$ cat src/pkg/mem_err_pkg.sv
// constants shared by the memory error logger and its helpers
// assumes a 32-bit classic wishbone register bus with byte addresses
package mem_err_pkg;
    // layout widths
    localparam int LOG_W = 16;
    localparam int CHAN_N = 2;
    localparam int TYPE_N = 8;
    localparam int CNT_W = 16;

    // register byte offsets
    localparam logic [7:0] OFF_FIRST_LOG = 8'h80;
    localparam logic [7:0] OFF_NEXT_LOG = 8'h84;
    localparam logic [7:0] OFF_EVENT_MASK = 8'h88;
    localparam logic [7:0] OFF_SEC_COUNT = 8'h8c;
    localparam logic [7:0] OFF_CONTROL = 8'h90;

    // event positions inside one channel byte
    localparam int BIT_CORR_READ = 0;
    localparam int BIT_UNCORR_READ = 1;
    localparam int BIT_SCRUB_UNCORR = 2;
    localparam int BIT_THRESHOLD = 3;
    localparam int BIT_COPY_DONE = 4;
    localparam int BIT_RETRY_START = 5;
    localparam int BIT_POISON_WRITE = 6;
    localparam int BIT_TEST_DONE = 7;
    // channel b sits in the upper byte
    localparam int CHAN_B_BASE = 8;

    // control register fields
    localparam int BIT_RETRY_EN = 0;

    // reset values
    localparam logic [LOG_W-1:0] LOG_RST = 16'h0000;
    localparam logic [TYPE_N-1:0] MASK_RST = 8'h00;
    localparam logic [CNT_W-1:0] CNT_RST = 16'h0000;
    localparam logic [CNT_W-1:0] CNT_MAX = 16'hffff;
    localparam logic CONTROL_RETRY_RST = 1'b1;
endpackage

$ cat src/pkg/log_if.sv
// carrier between the logger top and one sticky flag log
// assumes both ends run on the same clock
interface log_if;
    logic [15:0] setBits;
    logic [15:0] clrBits;
    logic [15:0] flags;
    modport owner(input setBits, input clrBits, output flags);
    modport user(output setBits, output clrBits, input flags);
endinterface

$ cat src/hdl/dram_first_error_logger.sv
// first/next error logger for a two-channel memory controller
// assumes event pulses are one cycle wide and synchronous to mclk,
// and a classic wishbone master that holds its request until ack
//
// Our own choice: the Wishbone interface to the registers.

// Functional notes
// - first log catches only the first cycle's events
// - later events go to the next log
// - no new first flags while any set
// - flags survive the ordinary reset
// - writing one clears, zero keeps
// - same-cycle events all latch together
// - bits 15/7: memory test complete
// - bits 14/6: poisoned write, any ECC mode
// - bit 13: retry started on channel B
// - bit 12: sparing copy done, channel B
// - bit 11: error threshold reached, channel B
// - bit 10: scrubber uncorrectable error, channel B
// - bit 9: uncorrectable demand read or failed retry
// - bit 8: correctable error, also counted
// - bits 5..0: channel A counterparts
// - masked events neither logged nor counted
// - next log: same layout, write-one clear
module dram_first_error_logger (
    // clock, enable and resets
    input wire logic mclk,
    input wire logic ce,
    input wire logic sys_rst,
    input wire logic porRst,
    // wishbone slave
    input wire logic wbCyc,
    input wire logic wbStb,
    input wire logic wbWe,
    input wire logic [7:0] wbAdr,
    input wire logic [3:0] wbSel,
    input wire logic [31:0] wbDatWr,
    output logic [31:0] wbDatRd,
    output logic wbAck,
    // controller events, index 0 is channel A, 1 is channel B
    input wire logic [1:0] testDone,
    input wire logic [1:0] poisonWrite,
    input wire logic [1:0] retryStart,
    input wire logic [1:0] copyDone,
    input wire logic [1:0] thresholdHit,
    input wire logic [1:0] scrubUncorr,
    input wire logic [1:0] readUncorr,
    input wire logic [1:0] retryFail,
    input wire logic [1:0] corrRead
);
    localparam int LW = mem_err_pkg::LOG_W;
    localparam int TN = mem_err_pkg::TYPE_N;
    localparam int BB = mem_err_pkg::CHAN_B_BASE;

    // expands byte selects into a bit mask
    function automatic logic [31:0] laneMask(input logic [3:0] sel);
        logic [31:0] m;
        m = 32'h00000000;
        for (int i = 0; i < 4; i++) begin
            m[i*8 +: 8] = {8{sel[i]}};
        end
        return m;
    endfunction

    // word address match, ignoring the two byte bits
    function automatic logic hit(input logic [7:0] adr,
                                 input logic [7:0] off);
        return adr[7:2] == off[7:2];
    endfunction

    // bus state
    logic ack_reg;
    logic ack_next;
    logic [31:0] datRd_reg;
    logic [31:0] datRd_next;
    // software-written state
    logic [TN-1:0] mask_reg;
    logic [TN-1:0] mask_next;
    logic retryEn_reg;
    logic retryEn_next;

    // internal nets
    logic request;
    logic wrCommit;
    logic [31:0] wrBits;
    logic [LW-1:0] rawEvents;
    logic [LW-1:0] liveEvents;
    logic [LW-1:0] firstKept;
    logic firstEmpty;
    logic [31:0] rdData;
    logic [31:0] counts;
    logic [1:0] cntClr;
    logic [1:0] corrLive;

    log_if firstIf();
    log_if nextIf();

    // a request is live while cyc and stb are both high
    assign request = wbCyc & wbStb;
    // writes land at the edge where the master sees ack, not earlier,
    // so a held request can never clear twice
    assign wrCommit = ce & ack_reg & request & wbWe;
    assign wrBits = wbDatWr & laneMask(wbSel);

    // gather per-channel event pulses into the shared flag layout;
    // each input is taken as one pulse per event
    genvar ch;
    generate
        for (ch = 0; ch < mem_err_pkg::CHAN_N; ch++) begin : g_map
            localparam int B = ch * BB;
            assign rawEvents[B + mem_err_pkg::BIT_TEST_DONE] =
                testDone[ch];
            assign rawEvents[B + mem_err_pkg::BIT_POISON_WRITE] =
                poisonWrite[ch];
            assign rawEvents[B + mem_err_pkg::BIT_RETRY_START] =
                retryStart[ch];
            assign rawEvents[B + mem_err_pkg::BIT_COPY_DONE] =
                copyDone[ch];
            assign rawEvents[B + mem_err_pkg::BIT_THRESHOLD] =
                thresholdHit[ch];
            assign rawEvents[B + mem_err_pkg::BIT_SCRUB_UNCORR] =
                scrubUncorr[ch];
            // a failed retry only counts while retry is switched on
            assign rawEvents[B + mem_err_pkg::BIT_UNCORR_READ] =
                readUncorr[ch] | (retryFail[ch] & retryEn_reg);
            assign rawEvents[B + mem_err_pkg::BIT_CORR_READ] =
                corrRead[ch];
            assign corrLive[ch] =
                liveEvents[B + mem_err_pkg::BIT_CORR_READ];
        end
    endgenerate

    // one mask byte covers both channels
    assign liveEvents = rawEvents & ~{mask_reg, mask_reg};

    // first log: what is left after this cycle's clear decides whether
    // an arriving event is a first error or a next error
    assign firstIf.clrBits = (wrCommit & hit(wbAdr, mem_err_pkg::OFF_FIRST_LOG))
        ? wrBits[LW-1:0] : mem_err_pkg::LOG_RST;
    assign firstKept = firstIf.flags & ~firstIf.clrBits;
    assign firstEmpty = firstKept == mem_err_pkg::LOG_RST;
    // all events of the capturing cycle go in together
    assign firstIf.setBits = firstEmpty
        ? liveEvents : mem_err_pkg::LOG_RST;

    // next log takes everything the first log refused
    assign nextIf.clrBits = (wrCommit & hit(wbAdr, mem_err_pkg::OFF_NEXT_LOG))
        ? wrBits[LW-1:0] : mem_err_pkg::LOG_RST;
    assign nextIf.setBits = firstEmpty
        ? mem_err_pkg::LOG_RST : liveEvents;

    flag_log firstLog (
        .clk(mclk),
        .ce(ce),
        .porRst(porRst),
        .port(firstIf)
    );

    flag_log nextLog (
        .clk(mclk),
        .ce(ce),
        .porRst(porRst),
        .port(nextIf)
    );

    // count clears per channel half, by any one bit written in that half's byte lanes of a counter write
    assign cntClr[0] = wrCommit & hit(wbAdr, mem_err_pkg::OFF_SEC_COUNT)
        & (|wrBits[15:0]);
    assign cntClr[1] = wrCommit & hit(wbAdr, mem_err_pkg::OFF_SEC_COUNT)
        & (|wrBits[31:16]);

    sec_counter corrCount (
        .clk(mclk),
        .ce(ce),
        .porRst(porRst),
        .inc(corrLive),
        .clr(cntClr),
        .count(counts)
    );

    // read mux; unmapped words and reserved bits read as zero
    always_comb begin
        rdData = 32'h00000000;
        if (hit(wbAdr, mem_err_pkg::OFF_FIRST_LOG)) begin
            rdData[LW-1:0] = firstIf.flags;
        end else if (hit(wbAdr, mem_err_pkg::OFF_NEXT_LOG)) begin
            rdData[LW-1:0] = nextIf.flags;
        end else if (hit(wbAdr, mem_err_pkg::OFF_EVENT_MASK)) begin
            rdData[TN-1:0] = mask_reg;
        end else if (hit(wbAdr, mem_err_pkg::OFF_SEC_COUNT)) begin
            rdData = counts;
        end else if (hit(wbAdr, mem_err_pkg::OFF_CONTROL)) begin
            rdData[mem_err_pkg::BIT_RETRY_EN] = retryEn_reg;
        end
    end

    // bus handshake: ack one cycle after the request, dropped the next
    always_comb begin
        ack_next = ack_reg;
        datRd_next = datRd_reg;
        if (sys_rst) begin
            ack_next = 1'b0;
            datRd_next = 32'h00000000;
        end else if (ce) begin
            ack_next = request & ~ack_reg;
            if (request & ~ack_reg & ~wbWe) begin
                datRd_next = rdData;
            end
        end
    end

    always_ff @(posedge mclk) begin
        ack_reg <= ack_next;
        datRd_reg <= datRd_next;
    end

    // mask is sticky like the logs; retry enable follows sys_rst
    always_comb begin
        mask_next = mask_reg;
        retryEn_next = retryEn_reg;
        if (porRst) begin
            mask_next = mem_err_pkg::MASK_RST;
        end else if (wrCommit & hit(wbAdr, mem_err_pkg::OFF_EVENT_MASK)) begin
            // only the low byte lane carries mask bits
            mask_next = wbSel[0] ? wrBits[TN-1:0] : mask_reg;
        end
        if (sys_rst) begin
            retryEn_next = mem_err_pkg::CONTROL_RETRY_RST;
        end else if (wrCommit & hit(wbAdr, mem_err_pkg::OFF_CONTROL)
                     & wbSel[0]) begin
            retryEn_next = wbDatWr[mem_err_pkg::BIT_RETRY_EN];
        end
    end

    always_ff @(posedge mclk) begin
        mask_reg <= mask_next;
        retryEn_reg <= retryEn_next;
    end

    assign wbAck = ack_reg;
    assign wbDatRd = datRd_reg;
endmodule

$ cat src/hdl/flag_log.sv
// one sticky 16-bit log of write-one-to-clear flags
// assumes set and clear vectors are already qualified by the top
module flag_log (
    // clock, enable and power-on reset
    input wire logic clk,
    input wire logic ce,
    input wire logic porRst,
    // set, clear and state
    log_if.owner port
);
    logic [mem_err_pkg::LOG_W-1:0] flags_reg;
    logic [mem_err_pkg::LOG_W-1:0] flags_next;

    // set is ored after the clear so a new event is never lost
    always_comb begin
        flags_next = flags_reg;
        if (porRst) begin
            flags_next = mem_err_pkg::LOG_RST;
        end else if (ce) begin
            flags_next = (flags_reg & ~port.clrBits) | port.setBits;
        end
    end

    // only power-on reset touches these, so they survive sys_rst
    always_ff @(posedge clk) begin
        flags_reg <= flags_next;
    end

    assign port.flags = flags_reg;
endmodule

$ cat src/hdl/sec_counter.sv
// saturating per-channel counters of correctable read errors
// assumes one increment pulse per channel per cycle at most
module sec_counter (
    // clock, enable and power-on reset
    input wire logic clk,
    input wire logic ce,
    input wire logic porRst,
    // per-channel increment and clear
    input wire logic [mem_err_pkg::CHAN_N-1:0] inc,
    input wire logic [mem_err_pkg::CHAN_N-1:0] clr,
    // counts, channel b in the upper half
    output logic [mem_err_pkg::CHAN_N*mem_err_pkg::CNT_W-1:0] count
);
    localparam int W = mem_err_pkg::CNT_W;

    genvar ch;
    generate
        for (ch = 0; ch < mem_err_pkg::CHAN_N; ch++) begin : g_chan
            logic [W-1:0] cnt_reg;
            logic [W-1:0] cnt_next;

            // saturate rather than wrap so software never sees a small
            // count after a storm; a same-cycle clear applies first, then the increment
            always_comb begin
                cnt_next = cnt_reg;
                if (porRst) begin
                    cnt_next = mem_err_pkg::CNT_RST;
                end else if (ce) begin
                    if (clr[ch]) begin
                        cnt_next = mem_err_pkg::CNT_RST;
                    end
                    if (inc[ch] && cnt_next != mem_err_pkg::CNT_MAX) begin
                        cnt_next = cnt_next + 16'h0001;
                    end
                end
            end

            always_ff @(posedge clk) begin
                cnt_reg <= cnt_next;
            end

            assign count[ch*W +: W] = cnt_reg;
        end
    endgenerate
endmodule

$ cat config.mk
export PLATFORM = sky130hd
export DESIGN_NAME = dram_first_error_logger
export DESIGN_NICKNAME = d
export VERILOG_FILES = /design/src/pkg/mem_err_pkg.sv /design/src/pkg/log_if.sv /design/src/hdl/dram_first_error_logger.sv /design/src/hdl/flag_log.sv /design/src/hdl/sec_counter.sv
export SDC_FILE = /design/constraint.sdc
export NUM_CORES = 1
export LEC_CHECK = 0
export BUFFER_PORTS_ARGS = -buffer_cell sky130_fd_sc_hd__clkbuf_2
export CAP_MARGIN = 20
export CORE_UTILIZATION = 45
export DETAILED_ROUTE_END_ITERATION = 8
export PLACE_DENSITY_LB_ADDON = 0.1
export SYNTH_ARGS = -nofsm -noshare
export SYNTH_HDL_FRONTEND = slang
export SYNTH_SLANG_ARGS = --single-unit
$ cat constraint.sdc
create_clock -name mclk -period 8.1 [get_ports mclk]
set_input_delay 0.405 -clock mclk [delete_from_list [all_inputs] [get_ports mclk]]
set_output_delay 0.405 -clock mclk [all_outputs]
set_load 0.01 [all_outputs]
# ---- After elaboration in Yosys (flattened, before gate mapping)
# Index checks and enable logic that the tools add are counted.
dict set report classes {
  n_addsub 2
  eq_ne 7
  mux 21
  bitwise 29
  reduce_logical 7
}
# operator count
set ops {}
lappend ops {{$mux W16} 16}
lappend ops {{$and A16 B16 Y16} 3}
lappend ops {{$not A16 Y16} 3}
lappend ops {{$add A16 B1 Y16 const B} 2}
lappend ops {{$and A32 B32 Y32} 1}
lappend ops {{$ne A16 B16 Y1 const B} 2}
lappend ops {{$or A16 B16 Y16} 2}
lappend ops {{$reduce_or A16 Y1} 2}
lappend ops {{$mux W31} 1}
lappend ops {{$eq A6 B6 Y1 const B} 5}
lappend ops {{$mux W24} 1}
lappend ops {{$and A1 B1 Y1} 16}
lappend ops {{$logic_not A16 Y1} 1}
lappend ops {{$mux W8} 1}
lappend ops {{$reduce_and A2 Y1} 2}
lappend ops {{$logic_and A1 B1 Y1} 2}
lappend ops {{$mux W1} 2}
lappend ops {{$not A1 Y1} 2}
lappend ops {{$or A1 B1 Y1} 2}
dict set report totals {
  regBits 106
  in_bits 69
  out_inout_bits 33
  wordCells 74
}

# ---- Depth between registers and ports, before layout
# Gate-level depths: netlist (run 1).
dict set report depth {
  word_depth 11
  ltp_mapped 15
  ltp_nobuf 11
}

# ---- Cells and area by module
# From an unflattened synthesis (run 1), not the netlist that was laid out.
dict set report unflattened {
  hier_cells 706
  area_unflattened_um2 6057.1
}
# module n_inst cells_per_inst area_per_inst_um2 seq_area_each_um2
set by_module_without_submodules {}
lappend by_module_without_submodules {dram_first_error_logger 1 356 2905.3 840.8}
lappend by_module_without_submodules {sec_counter 1 212 1815.5 640.6}
lappend by_module_without_submodules {flag_log 2 69 668.1 320.3}

# ---- Worst setup path before layout (run 1)
# No wires, ideal clock.
dict set report synth_timing {
  path_type {input-to-reg}
  start {in ce}
  end {reg corrCount.g_chan[0].cnt_reg[4]}
  setup_time_ns 0.071
  t_arrival_ns 3.303
  t_required_ns 8.029
  path_slack_ns 4.726
  stages 14
  path_buffers 4
  path_cell_list {buf_4 > inv_2 > or3_4 > buf_2 > a2111oi_0 > clkbuf_1 > nor2b_1 > ha_1 > and3_1 > nand2_1 > clkbuf_1 > nand4_1 > or3_1 > a21oi_1}
}
dict set report synth_between {
  elab_chain_cells 11
  elab_cells_between_ends 12
  cone_classes {add/sub (1); eq/ne (1); mux (4); bitwise (5); reduce/logical (1)}
}
# element line_no
set synth_rtl {}
lappend synth_rtl {{from (decl)} dram_first_error_logger.sv:28} ;# input wire logic ce,
lappend synth_rtl {{parallel branches: the longest is 11 deep, another holds $add A16 B1 Y16} --}
lappend synth_rtl {{to (signal assigned)} sec_counter.sv:39} ;# cnt_reg <= cnt_next;
lappend synth_rtl {{to (decl)} sec_counter.sv:19} ;# logic [W-1:0] cnt_reg;
# Parallel ways; which one is timed is not known. The select of a mux whose other input is x is not followed.
# A chain may end at the register's enable or synchronous reset.

# ---- Worst setup path after layout (run 1)
dict set report layout_timing {
  start {in ce}
  end {reg corrCount.g_chan[1].cnt_reg[5]}
}
dict set report layout_between {
  elab_chain_cells 11
  elab_cells_between_ends 12
  cone_classes {add/sub (1); eq/ne (1); mux (4); bitwise (5); reduce/logical (1)}
}
# element line_no
set layout_rtl {}
lappend layout_rtl {{parallel branches: the longest is 11 deep, another holds $add A16 B1 Y16} --}
lappend layout_rtl {{to (signal assigned)} sec_counter.sv:39}
lappend layout_rtl {{to (decl)} sec_counter.sv:19}
# Parallel ways; which one is timed is not known. The select of a mux whose other input is x is not followed.

==> impl_metrics.env, run 1 <==
export IMPL_r2r_end="corrCount.g_chan[1].cnt_reg[5]"
export IMPL_worstMarginPinSlew_ns=1.056
export IMPL_powerDensity_nw_per_um2=236.7
export IMPL_crit_path_end="corrCount.g_chan[1].cnt_reg[5]"
export IMPL_dr_pass1_iters=5
export IMPL_post_route_period_util_pct=43.53
export IMPL_num_rows=39
export IMPL_post_cts_buffers=0
export IMPL_overflow=0
export IMPL_ir_drop_v=0.0001909
export IMPL_min_period_ns=3.526
export IMPL_wl_per_cell_um=18.06
export IMPL_critPathLaunchType="input port"
export IMPL_rsz0062_at_grt="false"
export IMPL_dieArea_um2=12140
export IMPL_yosys_area_top_type_share_pct=40.29
export IMPL_crit_path_max_fanout=22
export IMPL_synth_seq_cells=106
export IMPL_antenna_found_initial=0
export IMPL_seq_area_frac_synth_pct=40.29
export IMPL_vias_per_cell=6.007
export IMPL_routed_wl_um=15350
export IMPL_p_clk_share_pct=29.4
export IMPL_cts_resized=0
export IMPL_fmax_mhz=283.6
export IMPL_crit_path_end_kind="flip-flop"
export IMPL_drive_gt1_share_pct=19.80
export IMPL_p_sw_mw=0.4567
export IMPL_ant_nets=0
export IMPL_regToRegSetupSlack_ns=4.83
export IMPL_antenna_cells=0
export IMPL_grt_first_pass_wirelength_um=23800
export IMPL_internal_power_mw=0.9811
export IMPL_setup_viol_count_final=0
export IMPL_start_util_pct=46.12
export IMPL_syn_area_um2=5266
export IMPL_slew_headroom_pct=29.23
export IMPL_cts_tree="built"
export IMPL_synth_edf_count=0
export IMPL_hold_buffers=0
export IMPL_nNetsFinal=773
export IMPL_multiInputGateArea_um2=2907
export IMPL_cts_root_buf="clkbuf_16"
export IMPL_die_y_um=110.2
export IMPL_fillerInstances=1140
export IMPL_hold_class="in2reg"
export IMPL_report_final_hold_viol_count=0
export IMPL_ys_warn_count=0
export IMPL_cts_buffers=9
export IMPL_synthFlopType="dfxtp_1"
export IMPL_synth_nets=704
export IMPL_cts_num_sinks=106
export IMPL_p_total_mw=1.438
export IMPL_gp_congestion=0.8337
export IMPL_drt_iter0_drc=326
export IMPL_final_common_cell="dfxtp_1"
export IMPL_dp_hpwl_um=10760
export IMPL_syn_instance_count=633
export IMPL_critical_path_class="in2reg"
export IMPL_yosys_area_top_type="dfxtp_1"
export IMPL_clk_path_buf_depth=2
export IMPL_ys_types=56
export IMPL_grt_total_usage_pct=26.07
export IMPL_numPortBuffers=99
export IMPL_cp_arrival_ns=3.81
export IMPL_drv_slew=0
export IMPL_cts_clk_slew_worst_paths_ns=0.07
export IMPL_regArea_um2=2122
export IMPL_drcViolationCount=0
export IMPL_layout_common_cells="dfxtp_1 (106), clkbuf_2 (99), nor2_1 (77)"
export IMPL_p_seq_share_pct=43.9
export IMPL_ios=102
export IMPL_dieWidth_um=110.2
export IMPL_status="finished, final reports clean"
export IMPL_finClkSkew_ns=0.008969
export IMPL_r2r_start="wbAck"
export IMPL_leakage_nw=2.309
export IMPL_syn_to_final_growth_pct=15.32
export IMPL_grt_pass1_vias=4729
export IMPL_async_flop_share_pct=0
export IMPL_grt_start_max_net_pins=50
export IMPL_finalSetupTns_ns=0
export IMPL_synth_area_leaders="dfxtp_1 (40%), nor2_1 (5.5%), nand2_1 (4.6%), a22oi_1 (4.4%), a21oi_1 (4.0%)"
export IMPL_coreArea_um2=11420
export IMPL_maxCapViolations=0
export IMPL_combPwrFrac_pct=26.7
export IMPL_clkLatencyLatePin_ns=0.35
export IMPL_syn_area_per_cell_um2=8.320
export IMPL_ff2ff_path_depth=12
export IMPL_num_vias=5106
export IMPL_worstPathRequired_ns=8.38
export IMPL_swShare_pct=31.76
export IMPL_critPathLaunch="ce"
export IMPL_cts_max_level=3
==> per-layer routing <==
metal	share of wire [%]	track usage, %	up-vias
met2	48	44.24	192
li1	-	-	2492
met1	44	32.44	2392
met3	5.9	3.469	30
met5	0	0	-
met4	2.8	13.06	0
==> cells in the mapped netlist, types with 9 or more instances <==
cell        n
nor2b_1     9
o22ai_1    17
o21ai_1     9
or3_1       9
clkbuf_1   35
dfxtp_1   106
mux2i_1    19
nor2_1     77
o21ai_0    38
a22oi_1    31
a21oi_1    42
nand3_1    11
a31o_1     11
or4_1      12
nand2_1    65
nand4_1    30
==> worst max-delay path, cell delays in order <==
cell,delay (ns)
clkbuf_2,0.35
inv_2,0.20
or3_4,0.56
a2111oi_2,0.32
buf_4,0.30
nor2b_1,0.10
ha_1,0.22
nand3_1,0.14
nor2_1,0.09
nand2_1,0.15
and3_1,0.22
or4b_2,0.59
a21oi_1,0.13
==> cells by family (layout without fill, tap and decap cells) <==
| group | after synthesis | in the layout | share of synthesized area (%) |
|---|---|---|---|
| and+or+nand+nor | 260 | 260 | 25.35 |
| DFF | 106 | 106 | 40.29 |
| AOI/OAI and AO/OA | 176 | 176 | 21.15 |
| adders and majority gates | 2 | 2 | 0.4751 |
| xor gates and xnor gates | 9 | 9 | 1.497 |
| buffers and inverters | 54 | 128 | 4.633 |
| muxes | 26 | 26 | 6.605 |
==> per-stage QoR <==
step / instances / hold slack (ns) / instance area [µm²] / utilization, % / setup WS [ns]
floorplan: 633 / 0.4502 / 5266 / - / 4.726
global placement: 831 / 0.4720 / 5759 / 50.44 / 4.052
detailed placement: 831 / 0.4822 / 5759 / 50.44 / 4.034
CTS: 847 / 0.2776 / 6043 / 52.93 / 4.388
global route: 850 / 0.2898 / 6073 / 53.19 / 4.388
finish: 850 / 0.2824 / 6073 / 53.19 / 4.574
==> area by class of cell <==
class,count,area share [%]
clock buffers,14,4.512
clock inverters,2,0.1648
inverters,5,0.3090
multi-input cells,473,47.86
flip-flops and latches,106,34.94
well taps,143,2.946
repair buffers,107,9.271
==> power groups by stage <==
stage / Sequential [mW] / Combinational [mW] / Clock, mW
floorplan: 0.629 / 0.303 / 0
global placement: 0.638 / 0.339 / 0
detailed placement: 0.642 / 0.349 / 0
CTS: 0.630 / 0.350 / 0.431
global route: 0.638 / 0.415 / 0.450
finish: 0.631 / 0.383 / 0.423
==> worst min-delay path by stage <==
| stage | from | endpoint | slack, ns | cells past startpoint |
|---|---|---|---|---|
| final | copyDone[1] | nextLog.port.flags[12] | 0.28 | 2 |
| after global routing | thresholdHit[1] | nextLog.port.flags[11] | 0.29 | 2 |
| after CTS | copyDone[1] | nextLog.port.flags[12] | 0.28 | 2 |
| after detailed placement | corrCount.g_chan[1].cnt_reg[1] | corrCount.g_chan[1].cnt_reg[1] | 0.48 | 2 |
| after global placement | corrCount.g_chan[1].cnt_reg[1] | corrCount.g_chan[1].cnt_reg[1] | 0.47 | 2 |
| after floorplan | corrCount.g_chan[0].cnt_reg[5] | corrCount.g_chan[0].cnt_reg[5] | 0.45 | 2 |
(Power assumes the default switching activity.)
==> run 2: changes to the inputs <==
clock period = 3.5 ns   (was 8.1 ns; I/O delays follow)
==> impl_metrics.env, run 2 (synthesis gave the netlist of run 1 again) <==
export IMPL_vias_per_cell=6.120
export IMPL_fmax_mhz=313.6
export IMPL_drv_slew=0
export IMPL_dr_pass1_iters=5
export IMPL_critical_path_class="reg2reg"
export IMPL_powerDensity_nw_per_um2=556.3
export IMPL_worstMarginPinSlew_ns=0.7646
export IMPL_finClkSkew_ns=0.007526
export IMPL_coreArea_um2=11420
export IMPL_cts_tree="built"
export IMPL_overflow=0
export IMPL_nNetsFinal=781
export IMPL_critical_path_top_cell_by_count="nand2_1"
export IMPL_dp_hpwl_um=11070
export IMPL_fillerInstances=1124
export IMPL_crit_chain="nand2_1, or3_4, a2111oi_2, nor2b_1, ha_1, nand3_1, nor2_1, nand2_1, and3_1, or4b_2, a21oi_1"
export IMPL_rsz0062_at_grt="false"
export IMPL_wl_per_cell_um=18.20
export IMPL_ir_drop_v=0.0004381
export IMPL_num_vias=5251
export IMPL_multiInputGateArea_um2=2907
export IMPL_setup_viol_count_final=0
export IMPL_clkLatencyLatePin_ns=0.35
export IMPL_grt_total_usage_pct=26.62
export IMPL_maxCapViolations=0
export IMPL_critPathLaunchType="flip-flop"
export IMPL_critPathBufInv=0
export IMPL_cts_clk_slew_worst_paths_ns=0.07
export IMPL_layout_common_cells="dfxtp_1 (106), clkbuf_2 (99), nor2_1 (77)"
export IMPL_drcViolationCount=0
export IMPL_drt_iter0_drc=335
export IMPL_dpl_instance_area_um2=5847
export IMPL_crit_path_max_fanout=20
export IMPL_antenna_found_initial=0
export IMPL_syn_to_final_growth_pct=17.08
export IMPL_slew_headroom_pct=49.03
export IMPL_cts_buffers=9
export IMPL_hold_buffers=0
export IMPL_hold_class="in2reg"
export IMPL_regArea_um2=2122
export IMPL_cts_resized=0
export IMPL_ios=102
export IMPL_gp_congestion=0.8599
export IMPL_report_final_hold_viol_count=0
export IMPL_pre_cts_slack_ns=0.3824
export IMPL_final_area_um2=6166
export IMPL_clk_path_buf_depth=2
export IMPL_crit_path_end_kind="flip-flop"
export IMPL_final_util_pct=54.00
export IMPL_leakage_nw=2.362
export IMPL_final_common_cell="dfxtp_1"
export IMPL_cp_top_family="simple AND/OR/NAND/NOR gates"
export IMPL_grt_pass1_vias=4732
export IMPL_grt_first_pass_wirelength_um=24210
export IMPL_numPortBuffers=99
export IMPL_drive_gt1_share_pct=20.98
export IMPL_cts_num_sinks=106
export IMPL_post_cts_buffers=0
export IMPL_routed_wl_um=15610
export IMPL_num_rows=39
export IMPL_cp_arrival_ns=3.47
export IMPL_slowest_delay_ns=0.59
export IMPL_cp_slowest_cell="or4b_2"
export IMPL_start_util_pct=46.12
export IMPL_dieArea_um2=12140
export IMPL_cts_root_buf="clkbuf_16"
export IMPL_grt_start_max_net_pins=49
export IMPL_min_period_ns=3.189
export IMPL_worstPathRequired_ns=3.78
export IMPL_antenna_cells=0
export IMPL_ant_nets=0
export IMPL_finalSetupTns_ns=0
export IMPL_post_route_period_util_pct=91.12
export IMPL_cts_max_level=3
export IMPL_dieWidth_um=110.2
export IMPL_status="finished, final reports clean"
export IMPL_p_total_mw=3.430
export IMPL_die_y_um=110.2
export IMPL_timing_final_ws_setup_ns=0.3109
## run 2: changes by cell type in the layout (fill, tap and decap cells not counted)
cell	before	now
buf_12	0	1
clkinvlp_4	0	1
bufinv_16	0	1
clkinv_2	2	3
clkbuf_1	2	0
clkbuf_4	1	0
buf_8	1	0
buf_4	6	14
## run 2: final timing paths
kind	startpoint	to	slack, ns	depth (start not counted)
max	wbAck	corrCount.g_chan[1].cnt_reg[5]	0.31	11
max reg2reg	wbAck	corrCount.g_chan[1].cnt_reg[5]	0.31	11
min reg2reg	corrCount.g_chan[0].cnt_reg[5]	corrCount.g_chan[0].cnt_reg[5]	0.51	2
min	retryStart[1]	nextLog.port.flags[13]	0.05	2
## run 2: layout make-up
type | count | share of cell area, %
Clock buffer | 11 | 4.099
Clock inverter | 5 | 0.8523
Inverter | 5 | 0.3044
Multi-Input combinational cell | 473 | 47.14
Sequential cell | 106 | 34.42
Tap cell | 143 | 2.902
Timing Repair Buffer | 115 | 10.29
## run 2: worst register-to-register path, cell delays in order (launching register included)
cell	delay (ns)
dfxtp_1	0.39
nand2_1	0.07
or3_4	0.46
a2111oi_2	0.52
nor2b_1	0.14
ha_1	0.23
nand3_1	0.13
nor2_1	0.08
nand2_1	0.16
and3_1	0.22
or4b_2	0.59
a21oi_1	0.13
## run 2: metrics by stage
step                      hold WS (ns)  instances
after detailed placement        0.4150        841
final                          0.04820        858
after CTS                      0.04223        857
after global placement          0.4103        841
after global routing           0.06508        858
after floorplan                 0.2929        633
## run 2: report_power, final
group	leakage, nW	switching [mW]	internal (mW)	total, mW
combinational	1.35	0.545	0.386	0.931
clock	0.151	0.451	0.590	1.04
sequential	0.859	0.0837	1.38	1.46
total	2.36	1.08	2.35	3.43
## run 2: per-layer routing
metal	routed length, µm	GRT usage (%)	share of wire (%)	vias up
met5	0	0	0	-
met3	945	3.116	6.1	32
met1	6867	33.21	44	2514
met4	482	13.82	3.1	0
li1	-	-	-	2504
met2	7318	45.13	47	201
